File: config.mk
export PLATFORM = sky130hd
export DESIGN_NAME = uar_receiver
export DESIGN_NICKNAME = d
export VERILOG_FILES = /design/src/hdl/uar_pkg.sv /design/src/hdl/uar_baud_gen.sv /design/src/hdl/uar_receiver.sv
export SDC_FILE = /design/constraint.sdc
export NUM_CORES = 1
export LEC_CHECK = 0
export BUFFER_PORTS_ARGS = -buffer_cell sky130_fd_sc_hd__buf_2
export CORE_MARGIN = 2
export CORE_UTILIZATION = 40
export DETAILED_ROUTE_END_ITERATION = 16
export PLACE_DENSITY_LB_ADDON = 0.3
export REMOVE_ABC_BUFFERS = 1
export SLEW_MARGIN = 20
export SYNTH_ARGS = -nofsm -noshare
export SYNTH_HDL_FRONTEND = slang
export SYNTH_HIERARCHICAL = 1
export SYNTH_SLANG_ARGS = --single-unit
File: constraint.sdc
create_clock -name ref_clk -period 4.1 [get_ports ref_clk]
set_input_delay 0.615 -clock ref_clk [delete_from_list [all_inputs] [get_ports ref_clk]]
set_output_delay 0.615 -clock ref_clk [all_outputs]
set_load 0.02 [all_outputs]
File: src/hdl/uar_pkg.sv
/*
  constants for the asynchronous serial receiver: register indices, bit
  positions, reset values and line timing.
  assumes a 100 MHz ref_clk and a 32-bit APB slave port.
*/
package uar_pkg;
  // ----------------------------------------------------------------------
  // register indices (byte address is four times the index)
  // ----------------------------------------------------------------------
  localparam logic [7:0] IDX_PIR = 8'h0C;
  localparam logic [7:0] IDX_RCS = 8'h18;
  localparam logic [7:0] IDX_TXB = 8'h19;
  localparam logic [7:0] IDX_RXB = 8'h1A;
  localparam logic [7:0] IDX_PIE = 8'h8C;
  localparam logic [7:0] IDX_TXS = 8'h98;
  localparam logic [7:0] IDX_BRG = 8'h99;
  localparam int APB_AW = 12;

  // ----------------------------------------------------------------------
  // bit positions
  // ----------------------------------------------------------------------
  localparam int B_RX_DONE = 5;   // flag and enable share this position
  localparam int B_PORT_EN = 7;
  localparam int B_NINE_SEL = 6;
  localparam int B_SINGLE_RX = 5;
  localparam int B_CONT_RX = 4;
  localparam int B_ADDR_DET = 3;
  localparam int B_FRAME_ERR = 2;
  localparam int B_OVERRUN = 1;
  localparam int B_NINTH = 0;
  localparam int B_SYNC = 4;
  localparam int B_HIGH_BAUD = 2;
  localparam int B_SHIFT_EMPTY = 1;
  localparam logic [7:0] RCS_WMASK = 8'hF8;
  localparam logic [7:0] TXS_WMASK = 8'hF5;

  // ----------------------------------------------------------------------
  // reset values and timing
  // ----------------------------------------------------------------------
  localparam logic [7:0] RST_BYTE = 8'h00;
  localparam logic [7:0] RST_TXS = 8'h02;
  localparam logic [3:0] SMP_LAST = 4'hF;   // sixteen samples per bit
  localparam logic [3:0] SMP_MID = 4'h9;    // majority of samples 7,8,9
  localparam logic [3:0] BITS8 = 4'h8;
  localparam logic [3:0] BITS9 = 4'h9;
  localparam logic [1:0] LOW_PRE_LAST = 2'h3; // x64 generator = x16 by 4
  localparam logic [1:0] FIFO_DEPTH = 2'h2;

  typedef enum logic [1:0] {ST_IDLE, ST_START, ST_DATA, ST_STOP} uar_state_e;
endpackage : uar_pkg

File: src/hdl/uar_baud_gen.sv
/*
  baud generator: one-cycle tick at sixteen times the bit rate.
  assumes the divider and speed select are held stable while run is high.
*/
`timescale 1ns/1ns
module uar_baud_gen (
  input wire logic ref_clk,
  input wire logic rst,
  input wire logic run,
  input wire logic [7:0] divisor,
  input wire logic high_speed,
  output logic tick
);
  import uar_pkg::*;

  logic [7:0] div_cnt;
  logic [1:0] pre_cnt;
  logic [7:0] next_div_cnt;
  logic [1:0] next_pre_cnt;
  logic next_tick;

  // ----------------------------------------------------------------------
  // divider: period divisor+1, then by four unless high speed
  // ----------------------------------------------------------------------
  always_comb begin
    next_div_cnt = div_cnt + 8'h01;
    next_pre_cnt = pre_cnt;
    next_tick = 1'b0;
    if (!run) begin
      next_div_cnt = 8'h00;
      next_pre_cnt = 2'h0;
    end else if (div_cnt == divisor) begin
      next_div_cnt = 8'h00;
      next_pre_cnt = pre_cnt + 2'h1;
      next_tick = high_speed || (pre_cnt == LOW_PRE_LAST);
    end
  end

  always_ff @(posedge ref_clk or posedge rst) begin
    if (rst) begin
      div_cnt <= 8'h00;
      pre_cnt <= 2'h0;
      tick <= 1'b0;
    end else begin
      div_cnt <= next_div_cnt;
      pre_cnt <= next_pre_cnt;
      tick <= next_tick;
    end
  end
endmodule : uar_baud_gen

File: src/hdl/uar_receiver.sv
/*
  asynchronous serial receiver with its register file on APB.
  assumes rx_pin is asynchronous to ref_clk and sleep_req is on ref_clk.
*/
// Chosen here: the APB register port.
`timescale 1ns/1ns
module uar_receiver (
  input wire logic ref_clk,
  input wire logic rst,
  input wire logic psel,
  input wire logic penable,
  input wire logic pwrite,
  input wire logic [uar_pkg::APB_AW-1:0] paddr,
  input wire logic [31:0] pwdata,
  output logic [31:0] prdata,
  output logic pready,
  output logic pslverr,
  input wire logic rx_pin,
  input wire logic sleep_req,
  output logic rx_irq
);
  import uar_pkg::*;

  function automatic logic [APB_AW-1:0] byte_addr(input logic [7:0] idx);
    byte_addr = {2'b00, idx, 2'b00};
  endfunction : byte_addr

  // ----------------------------------------------------------------------
  // state
  // ----------------------------------------------------------------------
  logic [7:0] pie, rcs_ctl, txs_ctl, txb, brg;
  logic [7:0] next_pie, next_rcs_ctl, next_txs_ctl, next_txb, next_brg;
  logic overrun, next_overrun;
  logic [9:0] fifo_mem [0:1];   // {frame error, ninth, data}
  logic [9:0] next_mem0, next_mem1;
  logic [1:0] fifo_cnt, next_fifo_cnt;
  logic rd_ptr, next_rd_ptr;
  logic rx_m, rx_s, rx_prev, next_rx_prev;
  uar_state_e state, next_state;
  logic [3:0] smp_cnt, next_smp_cnt;
  logic [3:0] bit_cnt, next_bit_cnt;
  logic [2:0] smp, next_smp;
  logic [8:0] shreg, next_shreg;
  logic tick, rx_en, maj, push, pop, frame_done, stop_ok;
  logic [9:0] word;
  logic [9:0] head;
  logic [7:0] rcs_rd, pir_rd;
  logic next_rx_irq;

  // ----------------------------------------------------------------------
  // line synchroniser: only the second flop is read by logic
  // ----------------------------------------------------------------------
  always_ff @(posedge ref_clk or posedge rst) begin
    if (rst) begin
      rx_m <= 1'b1;
      rx_s <= 1'b1;
    end else begin
      rx_m <= rx_pin;
      rx_s <= rx_m;
    end
  end

  // receiver runs only in async mode, port on, continuous receive, awake
  assign rx_en = rcs_ctl[B_PORT_EN] && !txs_ctl[B_SYNC]
    && rcs_ctl[B_CONT_RX] && !sleep_req;

  uar_baud_gen u_baud (
    .ref_clk(ref_clk),
    .rst(rst),
    .run(rx_en),
    .divisor(brg),
    .high_speed(txs_ctl[B_HIGH_BAUD]),
    .tick(tick)
  );

  // ----------------------------------------------------------------------
  // frame recovery
  // ----------------------------------------------------------------------
  assign maj = (smp[0] & smp[1]) | (smp[1] & smp[2]) | (smp[0] & smp[2]);
  assign frame_done = tick && rx_en && (state == ST_STOP) && (smp_cnt == SMP_MID);
  assign stop_ok = maj;
  // nine-bit frames keep ninth bit on top; eight-bit frames shift one more
  assign word = rcs_ctl[B_NINE_SEL] ? {!stop_ok, shreg[8], shreg[7:0]}
    : {!stop_ok, 1'b0, shreg[8:1]};

  // state machine steps once per x16 tick
  always_comb begin
    next_state = state;
    next_smp_cnt = smp_cnt;
    next_bit_cnt = bit_cnt;
    next_smp = smp;
    next_shreg = shreg;
    next_rx_prev = rx_prev;
    if (!rx_en) begin
      next_state = ST_IDLE;
      next_rx_prev = 1'b1;
    end else if (tick) begin
      next_smp = {smp[1:0], rx_s};
      next_smp_cnt = smp_cnt + 4'h1;
      next_rx_prev = rx_s;
      unique case (state)
        ST_IDLE: begin
          if (rx_prev && !rx_s) begin
            next_state = ST_START;
            next_smp_cnt = 4'h1;
          end
        end
        ST_START: begin
          if (smp_cnt == SMP_MID && maj) begin
            next_state = ST_IDLE; // glitch, not a start bit
          end else if (smp_cnt == SMP_LAST) begin
            next_state = ST_DATA;
            next_bit_cnt = 4'h0;
          end
        end
        ST_DATA: begin
          if (smp_cnt == SMP_MID) begin
            next_shreg = {maj, shreg[8:1]};
            next_bit_cnt = bit_cnt + 4'h1;
          end
          if (smp_cnt == SMP_LAST && bit_cnt == (rcs_ctl[B_NINE_SEL] ? BITS9 : BITS8)) begin
            next_state = ST_STOP;
          end
        end
        ST_STOP: begin
          if (smp_cnt == SMP_MID) begin
            next_state = ST_IDLE; // stop bit judged, look for next start
          end
        end
      endcase
    end
  end

  always_ff @(posedge ref_clk or posedge rst) begin
    if (rst) begin
      state <= ST_IDLE;
      smp_cnt <= 4'h0;
      bit_cnt <= 4'h0;
      smp <= 3'h7;
      shreg <= 9'h000;
      rx_prev <= 1'b1;
    end else begin
      state <= next_state;
      smp_cnt <= next_smp_cnt;
      bit_cnt <= next_bit_cnt;
      smp <= next_smp;
      shreg <= next_shreg;
      rx_prev <= next_rx_prev;
    end
  end

  // ----------------------------------------------------------------------
  // receive fifo and overrun
  // ----------------------------------------------------------------------
  logic apb_done, rd_ok, next_rd_ok, addr_drop;
  assign apb_done = psel && penable && pready;
  assign addr_drop = rcs_ctl[B_ADDR_DET] && rcs_ctl[B_NINE_SEL] && !word[8];
  assign push = frame_done && !overrun && !addr_drop
    && (fifo_cnt != FIFO_DEPTH);
  assign pop = apb_done && !pwrite && (paddr == byte_addr(IDX_RXB)) && rd_ok;
  assign head = fifo_mem[rd_ptr];

  // push and pop in one cycle keep the count; a word arriving while full is dropped, even with a pop
  always_comb begin
    next_mem0 = fifo_mem[0];
    next_mem1 = fifo_mem[1];
    next_fifo_cnt = fifo_cnt + {1'b0, push} - {1'b0, pop};
    next_rd_ptr = pop ? !rd_ptr : rd_ptr;
    next_overrun = overrun;
    if (push) begin
      if ((rd_ptr ^ (fifo_cnt != 2'h0)) == 1'b0) begin
        next_mem0 = word;
      end else begin
        next_mem1 = word;
      end
    end
    if (!rcs_ctl[B_CONT_RX]) begin
      next_overrun = 1'b0;
    end else if (frame_done && !overrun && !addr_drop && fifo_cnt == FIFO_DEPTH) begin
      next_overrun = 1'b1;
    end
  end

  always_ff @(posedge ref_clk or posedge rst) begin
    if (rst) begin
      fifo_mem[0] <= 10'h000;
      fifo_mem[1] <= 10'h000;
      fifo_cnt <= 2'h0;
      rd_ptr <= 1'b0;
      overrun <= 1'b0;
    end else begin
      fifo_mem[0] <= next_mem0;
      fifo_mem[1] <= next_mem1;
      fifo_cnt <= next_fifo_cnt;
      rd_ptr <= next_rd_ptr;
      overrun <= next_overrun;
    end
  end

  // ----------------------------------------------------------------------
  // register file and APB slave, one wait state per transfer
  // ----------------------------------------------------------------------
  assign pir_rd = {2'b00, (fifo_cnt != 2'h0), 5'h00};
  assign rcs_rd = {rcs_ctl[7:3], head[9], overrun, head[8]};

  logic [31:0] rd_data, next_prdata;
  logic hit, next_pready, next_pslverr;
  always_comb begin
    hit = 1'b1;
    rd_data = 32'h0000_0000;
    unique case (paddr)
      byte_addr(IDX_PIR): rd_data[7:0] = pir_rd;
      byte_addr(IDX_RCS): rd_data[7:0] = rcs_rd;
      byte_addr(IDX_TXB): rd_data[7:0] = txb;
      byte_addr(IDX_RXB): rd_data[7:0] = head[7:0];
      byte_addr(IDX_PIE): rd_data[7:0] = pie;
      byte_addr(IDX_TXS): rd_data[7:0] = txs_ctl | RST_TXS; // no transmitter: shift reg empty
      byte_addr(IDX_BRG): rd_data[7:0] = brg;
      default: hit = 1'b0;
    endcase
  end

  always_comb begin
    next_pready = psel && penable && !pready;
    next_prdata = prdata;
    next_pslverr = pslverr;
    next_rd_ok = rd_ok;
    next_pie = pie;
    next_rcs_ctl = rcs_ctl;
    next_txs_ctl = txs_ctl;
    next_txb = txb;
    next_brg = brg;
    if (psel && penable && !pready) begin
      next_prdata = pwrite ? 32'h0000_0000 : rd_data;
      next_pslverr = !hit;
      next_rd_ok = fifo_cnt != 2'h0;   // pop only a word actually returned
    end
    if (apb_done && pwrite) begin
      unique case (paddr)
        byte_addr(IDX_RCS): next_rcs_ctl = pwdata[7:0] & RCS_WMASK;
        byte_addr(IDX_TXB): next_txb = pwdata[7:0];
        byte_addr(IDX_PIE): next_pie = pwdata[7:0];
        byte_addr(IDX_TXS): next_txs_ctl = pwdata[7:0] & TXS_WMASK;
        byte_addr(IDX_BRG): next_brg = pwdata[7:0];
        default: next_brg = brg;   // read-only or unmapped: no effect
      endcase
    end
    next_rx_irq = (fifo_cnt != 2'h0) && pie[B_RX_DONE];
  end

  always_ff @(posedge ref_clk or posedge rst) begin
    if (rst) begin
      prdata <= 32'h0000_0000;
      pready <= 1'b0;
      pslverr <= 1'b0;
      rd_ok <= 1'b0;
      pie <= RST_BYTE;
      rcs_ctl <= RST_BYTE;
      txs_ctl <= RST_BYTE;
      txb <= RST_BYTE;
      brg <= RST_BYTE;
      rx_irq <= 1'b0;
    end else begin
      prdata <= next_prdata;
      pready <= next_pready;
      pslverr <= next_pslverr;
      rd_ok <= next_rd_ok;
      pie <= next_pie;
      rcs_ctl <= next_rcs_ctl;
      txs_ctl <= next_txs_ctl;
      txb <= next_txb;
      brg <= next_brg;
      rx_irq <= next_rx_irq;
    end
  end

  // ----------------------------------------------------------------------
  // assertions
  // ----------------------------------------------------------------------
  AST_RX_OFF: assert property (@(posedge ref_clk) disable iff (rst)
    !rx_en |=> state == ST_IDLE) else $error("receiver active while disabled");
  AST_IRQ: assert property (@(posedge ref_clk) disable iff (rst)
    rx_irq == $past(fifo_cnt != 2'h0 && pie[B_RX_DONE])) else $error("irq not gated");
  AST_FIFO: assert property (@(posedge ref_clk) disable iff (rst)
    fifo_cnt <= FIFO_DEPTH) else $error("fifo count beyond two");
  AST_EMPTY: assert property (@(posedge ref_clk) disable iff (rst)
    pop && fifo_cnt == 2'h1 && !push |=> fifo_cnt == 2'h0 && pir_rd[B_RX_DONE] == 1'b0)
    else $error("flag not cleared on empty");
  AST_OVR_SET: assert property (@(posedge ref_clk) disable iff (rst)
    frame_done && !overrun && !addr_drop && fifo_cnt == FIFO_DEPTH && rcs_ctl[B_CONT_RX]
    |=> overrun && fifo_cnt == $past(fifo_cnt) - {1'b0, $past(pop)}) else $error("no overrun");
  AST_OVR_HOLD: assert property (@(posedge ref_clk) disable iff (rst)
    overrun && rcs_ctl[B_CONT_RX] |=> overrun) else $error("overrun cleared early");
  AST_OVR_BLOCK: assert property (@(posedge ref_clk) disable iff (rst)
    overrun |-> !push) else $error("transfer while overrun");
  AST_ADDR: assert property (@(posedge ref_clk) disable iff (rst)
    frame_done && rcs_ctl[B_ADDR_DET] && rcs_ctl[B_NINE_SEL] && !word[8] |-> !push)
    else $error("data frame accepted in address mode");
  AST_PUSH: assert property (@(posedge ref_clk) disable iff (rst)
    push && !pop |=> fifo_cnt == $past(fifo_cnt) + 2'h1 && pir_rd[B_RX_DONE])
    else $error("word not transferred");
  AST_APB: assert property (@(posedge ref_clk) disable iff (rst)
    psel && penable && !pready |=> pready ##1 !pready) else $error("apb answer late");
endmodule : uar_receiver

==> results of run 1 <==
## per-layer routing
metal	vias up	wire length [um]	global-route usage [%]
li1	1701	-	-
met1	1809	5300	23.7
met2	84	5550	26.6
met3	14	545	4.66
met4	0	191	6.03
met5	-	0	0
## flip-flops by register name, indices dropped and copies added (netlist names), 3 cells and up
name            flops
fifo_mem           20
shreg               9
brg                 8
pie                 8
prdata              8
txb                 8
u_baud/div_cnt      8
txs_ctl             6
rcs_ctl             5
bit_cnt             4
smp_cnt             4
smp                 3
## worst max-delay path, cell delays in order
cell     delay [ns]
buf_2          0.18
nor4b_1        0.53
nand3_1        0.23
nor4b_1        0.51
ha_1           0.32
inv_1          0.06
ha_1           0.15
xnor2_1        0.13
xnor2_1        0.13
## worst max-delay path by stage
stage | start | endpoint | slack, ns
detailed placement | paddr[2] | fifo_cnt[1] | 1.13
global placement | paddr[2] | fifo_cnt[1] | 1.20
global route | paddr[2] | fifo_cnt[1] | 1.15
finish | paddr[2] | fifo_cnt[1] | 1.52
floorplan | rst | bit_cnt[0] | 0.99
CTS | paddr[2] | fifo_cnt[1] | 1.51
## Yosys cell counts (all sizes together) (2+ instances only)
cell type and instances:
o21ai 29, nand2 35, a22oi 5, a221oi 3, or4b 2, o21a 2
nor2b 3, a32oi 2, inv 9, a21oi 5, a22o 3, nor3 5
dfstp 6, and2 3, a31oi 2, xnor2 11, or3 2, nor4b 3
mux2i 16, a222oi 2, nor2 26, xor2 7, nand3 16, nand4 4
ha 7, clkbuf 6, nor4 2, o22ai 5, and3 2, nand3b 2
buf 32, dfrtp 101, nand2b 8, mux2 73, o31ai 4, a21o 2
## cells by family after synthesis
kind of cell / synth area share (%)
AO/OA/AOI/OAI: 9.02
buffers and inverters: 5.23
flip-flops: 50.1
XOR/XNOR: 2.94
multiplexers: 18.3
adder cells (fa/ha/maj): 1.82
AND/OR/NAND/NOR: 12.5
other: 0.0700
## final cells by class
cell class	instances	area (um^2)
inverters	9	35.0
diodes	1	2.50
flip-flops and latches	107	2690
well taps	176	220
fillers	1228	7190
clock inverters	6	55.1
repair buffers	42	223
clock buffers	10	239
multi-input cells	333	2480
## report_power, final
group | switching (mW) | internal [mW] | leakage [nW]
Clock | 0.422 | 0.442 | 0.146
Sequential | 0.00293 | 1.06 | 1.47
Combinational | 0.0725 | 0.0213 | 1.18
## stage by stage
| step | hold WS (ns) | setup WS, ns | util, % | instances | area [um^2] |
|---|---|---|---|---|---|
| final | 0.266 | 1.52 | 45.2 | 684 | 5940 |
| after global routing | 0.306 | 1.15 | 45.2 | 684 | 5940 |
| after CTS | 0.277 | 1.51 | 45.2 | 683 | 5940 |
| after detailed placement | 0.349 | 1.13 | 43.0 | 667 | 5650 |
| after global placement | 0.347 | 1.20 | 43.0 | 667 | 5650 |
| after floorplan | 0.345 | 0.990 | - | 449 | 5200 |
==> impl_metrics.json, run 1 <==
{
  "outcome": "completed",
  "power_leakage_nw": 2.79,
  "ioPinCount": 86,
  "r2r_start": "txs_ctl[4]",
  "area_growth_pct": 11.0,
  "clk_pin_slew_worst_paths_ns": 0.08,
  "synth-main-ff-cell": "dfrtp_1",
  "ys_seq_elements": 107,
  "h-tree-depth": 3,
  "via_per_inst": 5.27,
  "yosys.area.top_type_share_pct": 47.2,
  "cts.sinks": 107,
  "cts_buffer_depth": 2,
  "finalClockSkew_ns": 0.0107,
  "ys.warnings.count": 6,
  "layout_commonest_cell": "dfrtp_1",
  "finalSetupTns_ns": 0,
  "synth_area_leaders": "dfrtp_1 (47%), mux2_2 (15%), buf_4 (3.5%)",
  "clk_latency_ns": 0.36,
  "antenna_found_initial": 1,
  "synthDistinctLibCells": 65,
  "core.rowCount": 42,
  "routed_wl_um": 11600,
  "grt_use_total_pct": 17.3,
  "synth.avg_cell_area_um2": 11.5,
  "first_pass_iters": 4,
  "drt_iter0_drc": 279,
  "dieWidth_um": 120,
  "drv_slew": 0,
  "wl_per_cell_um": 16.9,
  "finalPower_mw": 2.02,
  "grt.overflow.total": 0,
  "dp_hpwl_um": 8580,
  "place.gp.congestion": 0.821,
  "fin_crit_ns": 2.58,
  "synth-edff-count": 0,
  "synth_area_leader_cell": "dfrtp_1",
  "core_mm2": 0.0131,
  "reg2regPathDepth": 6,
  "async_reset_ff_share_pct": 100,
  "layout_common_cells": "dfrtp_1 (101), mux2_2 (73), buf_2 (37), nand2_1 (34), o21ai_0 (28)",
  "drive_above_1_share_pct": 29.2,
  "dieArea_mm2": 0.0143,
  "vias": 3608,
  "hold_path_class": "in -> async",
  "cts_resized": 0,
  "seq_area_frac_synth_pct": 50.1,
  "crit_fanout": 13,
  "fin_nets": 560,
  "ant_nets": 0,
  "die_h_um": 120,
  "cp.required_ns": 4.38,
  "cts_hold_buf": 0,
  "end_kind": "flop",
  "cts-root-buf": "clkbuf_16",
  "reg2reg_slack_ns": 1.66,
  "max-slew-margin-rel_pct": 43.5,
  "critPathKind": "in -> reg",
  "cts_setup_buffers": 0,
  "r2r-end": "fifo_mem[6]",
  "fin_crit_sh_pct": 62.9,
  "finalSetupViolations": 0,
  "start_util_pct": 40.8,
  "hold_viol": 0,
  "grt_pass1_wl_um": 19100,
  "grt_pass1_vias": 3610,
  "rsz0062_at_grt": "false",
  "cts_buffers": 9,
  "worst_slew_pin_slew_ns": 0.847,
  "cp.arrival_ns": 2.86,
  "port_buffers": 37,
  "powerDensity_mw_per_mm2": 340,
  "max_freq_mhz": 388,
  "synth_area_mm2": 0.00536,
  "netlist_instances": 464,
  "grt_max_degree": 50,
  "peakVddDrop_mv": 0.218,
  "cts_tree": "built",
  "route.detailed.drc": 0,
  "cp-start-kind": "input pin",
  "cap_violations": 0
}
Note: power is estimated with default switching activity, not from simulation.
==> inputs of run 2 (changes only) <==
==> constraint.sdc (replaced) <==
create_clock -name ref_clk -period 2.23 [get_ports ref_clk]
set_input_delay 0.3345 -clock ref_clk [delete_from_list [all_inputs] [get_ports ref_clk]]
set_output_delay 0.3345 -clock ref_clk [all_outputs]
set_load 0.02 [all_outputs]
==> run 2 against run 1 <==
Worst setup slack got worse by 1.3 ns. Total power increased by 86%. Critical path type unchanged. Largest cell class unchanged. Flip-flop and latch count unchanged. Highest routed layer unchanged. Clock skew decreased by 0.0017 ns. Worst hold slack got worse by 0.19 ns. Largest power group unchanged. Clock power increased by 88%. Non-clock buffer count increased by 32. Register-to-register slack got worse by 1.5 ns. Critical path depth increased by 1. Core utilization increased by 2.1 points.
==> impl_metrics.json, run 2 (synthesis results as in run 1) <==
{
  "outcome": "completed",
  "ant_nets": 0,
  "first_pass_iters": 5,
  "layout_common_cells": "dfrtp_1 (101), mux2_2 (73), buf_2 (37), buf_4 (35), nand2_1 (34)",
  "clk_pin_slew_worst_paths_ns": 0.07,
  "ioPinCount": 86,
  "routed_wl_um": 12000,
  "switching_share_pct": 25.4,
  "worst_slew_pin_slew_ns": 0.733,
  "core_mm2": 0.0131,
  "finalPower_mw": 3.77,
  "drt_iter0_drc": 389,
  "power_leakage_nw": 2.97,
  "hold_viol": 0,
  "antenna_found_initial": 0,
  "cts_buffers": 9,
  "critPathKind": "in -> reg",
  "cpMaxStageDelayCell": "nor4b_1",
  "grt_pass1_wl_um": 19600,
  "fin_crit_ns": 2.03,
  "rsz0062_at_grt": "false",
  "grt_max_degree": 97,
  "cp.arrival_ns": 2.31,
  "cap_violations": 0,
  "crit_fanout": 2,
  "dp_hpwl_um": 8980,
  "place.gp.congestion": 0.907,
  "intPower_mw": 2.81,
  "grt.overflow.total": 0,
  "die_h_um": 120,
  "worst_slack_ns": 0.201,
  "end_kind": "flop",
  "max-slew-margin-rel_pct": 49.9,
  "path_cells": "buf_2, nor4b_1, buf_4, nand3_1, nor4b_1, ha_1, inv_1, ha_1, xnor2_1, xnor2_1",
  "power_frac_seq_pct": 51.9,
  "grt_use_total_pct": 17.7,
  "cts.sinks": 107,
  "n_antenna_cell": 0,
  "drive_above_1_share_pct": 33.2,
  "port_buffers": 37,
  "reg2reg_slack_ns": 0.21,
  "cts_buffer_depth": 2,
  "reg_top3": "fifo_mem x20, shreg x9",
  "clk_latency_ns": 0.36,
  "cp.required_ns": 2.51,
  "cp-start-kind": "input pin",
  "busiest_layer": "met2",
  "finalClockSkew_ns": 0.00893,
  "cts_resized": 0,
  "pwr-share-clk_pct": 43.1,
  "met1_usage_pct": 24.7,
  "cpPeakStageDelay_ns": 0.46,
  "switching_power_mw": 0.958,
  "h-tree-depth": 3,
  "area_growth_pct": 16.0,
  "dieWidth_um": 120,
  "layout_commonest_cell": "dfrtp_1",
  "wl_per_cell_um": 16.7,
  "final_area_mm2": 0.00622,
  "pre_cts_slack_ns": -0.168,
  "dieArea_mm2": 0.0143,
  "max_freq_mhz": 493,
  "via_per_inst": 5.29,
  "p_comb_share_pct": 5.1,
  "grt_use_met3_pct": 4.13,
  "route.detailed.drc": 0,
  "drv_slew": 0,
  "powerDensity_mw_per_mm2": 606,
  "dp_cells": 698,
  "fin_crit_sh_pct": 91.0,
  "core.rowCount": 42,
  "start_util_pct": 40.8,
  "placed_area_mm2": 0.00589,
  "peakVddDrop_mv": 0.357,
  "largest_reg_flops": 20,
  "regMostFlops": "fifo_mem",
  "finalSetupViolations": 0,
  "fin_nets": 592,
  "fin_util_pct": 47.3,
  "cts_tree": "built",
  "grt_pass1_vias": 3730,
  "vias": 3780,
  "fin_cells": 715,
  "hold_path_class": "in -> reg",
  "cts_setup_buffers": 0,
  "cts-root-buf": "clkbuf_16",
  "gr-usage-met2_pct": 27.4
}
## run 2: cell types whose count changed in the layout (fill, tap and decap cells not counted), sizes merged
cell         delta
inv             -1
clkinv          +2
dlygate4sd3     +1
buf            +31
clkbuf          -1
diode           -1
## run 2: area by class of cell
class | instances | area [um^2]
repair buffers | 74 | 478
multi-input cells | 333 | 2480
well taps | 176 | 220
clock inverters | 7 | 88.8
clock buffers | 9 | 225
flip-flops and latches | 107 | 2690
fillers | 1204 | 6920
inverters | 9 | 35.0
## run 2: worst max-delay path: cells and delay by family
family                   cells  cell delay (ns)
XOR/XNOR                     2             0.26
adder cells (fa/ha/maj)      2             0.46
buffers and inverters        3             0.35
AND/OR/NAND/NOR              3             0.90
## run 2: per-stage QoR
stage                     hold WS (ns)  setup TNS, ns
after CTS                       0.0643              0
after detailed placement         0.347         -0.168
after global placement           0.346         -0.104
final                           0.0745              0
after global routing            0.0602              0
after floorplan                  0.187         -55.49
## run 2: power groups by stage
stage | sequential [mW] | clock, mW | combinational [mW]
after floorplan | 2.00 | 0 | 0.0927
after global placement | 1.99 | 0 | 0.187
after detailed placement | 1.99 | 0 | 0.191
after CTS | 1.95 | 1.66 | 0.193
after global routing | 1.95 | 1.74 | 0.211
final | 1.95 | 1.62 | 0.191
## run 2: layer usage
| layer | up-vias | wire length, um |
|---|---|---|
| met5 | - | 0 |
| met3 | 12 | 556 |
| met4 | 0 | 178 |
| li1 | 1778 | - |
| met1 | 1884 | 5670 |
| met2 | 106 | 5570 |
## run 2: final timing paths
kind                       cells past startpoint  startpoint                end
max reg2reg                                    6      rd_ptr          prdata[5]
max                                           10    paddr[1]        fifo_cnt[1]
min in group asynchronous                      3         rst  u_baud/div_cnt[4]
min                                            1      rx_pin               rx_m
min reg2reg                                    0        rx_m               rx_s
max in group asynchronous                      4         rst             smp[1]
## run 2: timing repair
| action | 4_1_cts | 5_1_grt |
|---|---|---|
| hold buffers | 1 | 0 |
| endpoints found under the hold margin | 11 | 0 |
| endpoints found under the setup margin | 0 | 0 |
==> inputs of run 3 (changes only) <==
--- a/config.mk
+++ b/config.mk
@@ -5,6 +5,7 @@
 export SDC_FILE = /design/constraint.sdc
 export NUM_CORES = 1
 export LEC_CHECK = 0
+export ABC_AREA = 1
 export BUFFER_PORTS_ARGS = -buffer_cell sky130_fd_sc_hd__buf_2
 export CORE_MARGIN = 2
 export CORE_UTILIZATION = 40
==> run 3 against run 2 <==
The run now ends with hold timing left. Register-to-register slack about the same. Global-route usage decreased by 0.53 points. Maximum frequency increased by 0.57%. Total power decreased by 4.4%. Largest cell class unchanged. First-iteration DRC count decreased by 24%. Critical path depth unchanged. Final area about the same.
==> impl_metrics.json, run 3 <==
{
  "max_freq_mhz": 496,
  "path_cells": "inv_1, ha_1, nand3_1, nor3_4, nand2_1, ha_1, inv_1, ha_1, xnor2_1, xor2_1",
  "routed_wl_um": 11800,
  "route.detailed.drc": 0,
  "fin_crit_ns": 2.02,
  "start_util_pct": 40.7,
  "fin_crit_sh_pct": 90.5,
  "port_buffers": 37,
  "ys_top_cells_by_count": "nand2_1 (223), dfrtp_1 (101), inv_1 (73)",
  "synth-edff-count": 0,
  "reg_top3": "fifo_mem x20, shreg x9",
  "ioPinCount": 86,
  "first_pass_iters": 5,
  "hold_path_class": "in -> async",
  "finalClockSkew_ns": 0.00840,
  "fin_nets": 822,
  "synth.avg_cell_area_um2": 7.75,
  "dieArea_mm2": 0.0150,
  "grt.overflow.total": 0,
  "h-tree-depth": 3,
  "end_kind": "flop",
  "seqCellArea_mm2": 0.00269,
  "drt_iter0_drc": 296,
  "cp-start-kind": "flop",
  "cts_tree": "built",
  "cts_hold_buf": 0,
  "cpMaxStageDelayCell": "dfrtp_1",
  "seq_area_frac_synth_pct": 47.9,
  "intPower_mw": 2.78,
  "ys.warnings.count": 6,
  "power_frac_seq_pct": 54.2,
  "grt_max_degree": 43,
  "rsz0062_at_grt": "false",
  "pwr-share-clk_pct": 41.2,
  "cts_setup_buffers": 0,
  "netlist_instances": 723,
  "crit_fanout": 3,
  "area_growth_pct": 11.0,
  "wl_per_cell_um": 12.4,
  "cpPeakStageDelay_ns": 0.40,
  "outcome": "finished, violations left",
  "max-slew-margin-rel_pct": 64.8,
  "core_mm2": 0.0138,
  "powerDensity_mw_per_mm2": 579,
  "synth-main-ff-cell": "dfrtp_1",
  "grt_pass1_wl_um": 20200,
  "dieWidth_um": 122,
  "multi_input_area_mm2": 0.00243,
  "die_h_um": 122,
  "cts-root-buf": "clkbuf_16",
  "worst_slack_ns": 0.212,
  "largest_reg_flops": 20,
  "antenna_found_initial": 0,
  "layout_commonest_cell": "nand2_1",
  "grt_use_total_pct": 17.2,
  "crit_path_frequent_cell": "ha_1",
  "dp_hpwl_um": 8510,
  "drv_slew": 0,
  "synth.most_common_cell": "nand2_1",
  "synth_area_mm2": 0.00560,
  "reg2reg_slack_ns": 0.21,
  "nFillCells": 1415,
  "cp.required_ns": 2.51,
  "cp.arrival_ns": 2.30,
  "grt_pass1_vias": 4115,
  "ys_seq_elements": 107,
  "via_per_inst": 4.74,
  "yosys.area.top_type_share_pct": 45.1,
  "peakVddDrop_mv": 0.340,
  "n_antenna_cell": 0,
  "cts.sinks": 107,
  "cts_buffers": 9,
  "synthDistinctLibCells": 33,
  "pre_cts_slack_ns": 0.210,
  "place.gp.congestion": 0.770,
  "clk_pin_slew_worst_paths_ns": 0.07,
  "cts_buffer_depth": 2,
  "core.rowCount": 43,
  "whs_ns": -0.00153,
  "clk_latency_ns": 0.35,
  "violations": "hold timing",
  "regMostFlops": "fifo_mem",
  "switching_share_pct": 22.9,
  "power_leakage_nw": 3.19,
  "drive_above_1_share_pct": 13.5,
  "hold_viol": 6,
  "synth_area_leader_cell": "dfrtp_1",
  "p_comb_share_pct": 4.6,
  "finalSetupViolations": 0,
  "async_reset_ff_share_pct": 100,
  "synth_area_leaders": "dfrtp_1 (45%), nand2_1 (15%), nand3_1 (6.3%)",
  "ant_nets": 0,
  "vias": 4503,
  "fin_util_pct": 45.2,
  "critPathKind": "reg -> reg",
  "worst_slew_pin_slew_ns": 0.528,
  "cts_resized": 0,
  "cap_violations": 0,
  "layout_common_cells": "nand2_1 (223), dfrtp_1 (101), inv_1 (72), nand3_1 (71), o21ai_0 (66)",
  "switching_power_mw": 0.826
}
run 3: path summary, 6_finish.rpt:
check,from,endpoint,cells after the start
setup / recovery,smp_cnt[1],fifo_cnt[1],10
hold / removal,rst,u_baud/div_cnt[6],2
setup reg to reg,smp_cnt[1],fifo_cnt[1],10
max in group asynchronous,rst,rx_prev,3
min in group ref_clk,rx_pin,rx_m,1
hold reg to reg,rx_m,rx_s,0
run 3: area by class of cell:
type	instances	area share, %
timing repair buffer	55	5.35
multi-input combinational	517	39.1
clock inverter	2	0.201
inverter	74	4.51
tap	180	3.62
clock buffer	14	4.08
sequential	107	43.2
run 3: cell families (layout without fill, tap and decap cells):
logic type	after synthesis	count (layout)	share of synthesized area, %
adders and majority gates	7	7	1.56
and+or+nand+nor	375	375	29.1
xor gates and xnor gates	14	14	2.19
buffers and inverters	122	145	10.4
DFF	107	107	47.9
other	1	24	0.0669
AOI/OAI and AO/OA	97	97	8.84
run 3: metrics by stage:
stage / cells / hold WS [ns] / TNS, ns / instance area [um^2] / power (mW)
6_report: 949 / -0.00153 / 0 / 6220 / 3.60
4_1_cts: 949 / 0.00687 / 0 / 6220 / 3.65
3_5_place_dp: 933 / 0.348 / 0 / 5950 / 2.16
3_3_place_gp: 933 / 0.346 / 0 / 5950 / 2.16
2_1_floorplan: 698 / 0.187 / -55.32 / 5390 / 2.09
5_1_grt: 949 / 0.0360 / 0 / 6220 / 3.75
run 3: worst max-delay path, delay by kind of cell, from the launching register on:
kind / cells / cell delay [ns]
flops: 1 / 0.40
buf+inv: 2 / 0.12
xor+xnor: 2 / 0.34
simple gates: 3 / 0.49
fa+ha+maj: 3 / 0.59
run 3: per-layer routing:
layer | vias up | global-route usage [%] | share of wire [%]
met4 | 0 | 5.39 | 1.6
met1 | 2052 | 24.4 | 50
met2 | 107 | 26.4 | 44
met3 | 13 | 3.35 | 4.7
li1 | 2331 | - | -
met5 | - | 0 | 0
run 3: power groups by stage:
stage / Clock (mW) / Sequential (mW) / Combinational (mW)
detailed placement: 0 / 1.99 / 0.167
floorplan: 0 / 2.00 / 0.0975
global placement: 0 / 1.99 / 0.168
finish: 1.48 / 1.95 / 0.165
global route: 1.61 / 1.95 / 0.189
CTS: 1.52 / 1.95 / 0.168
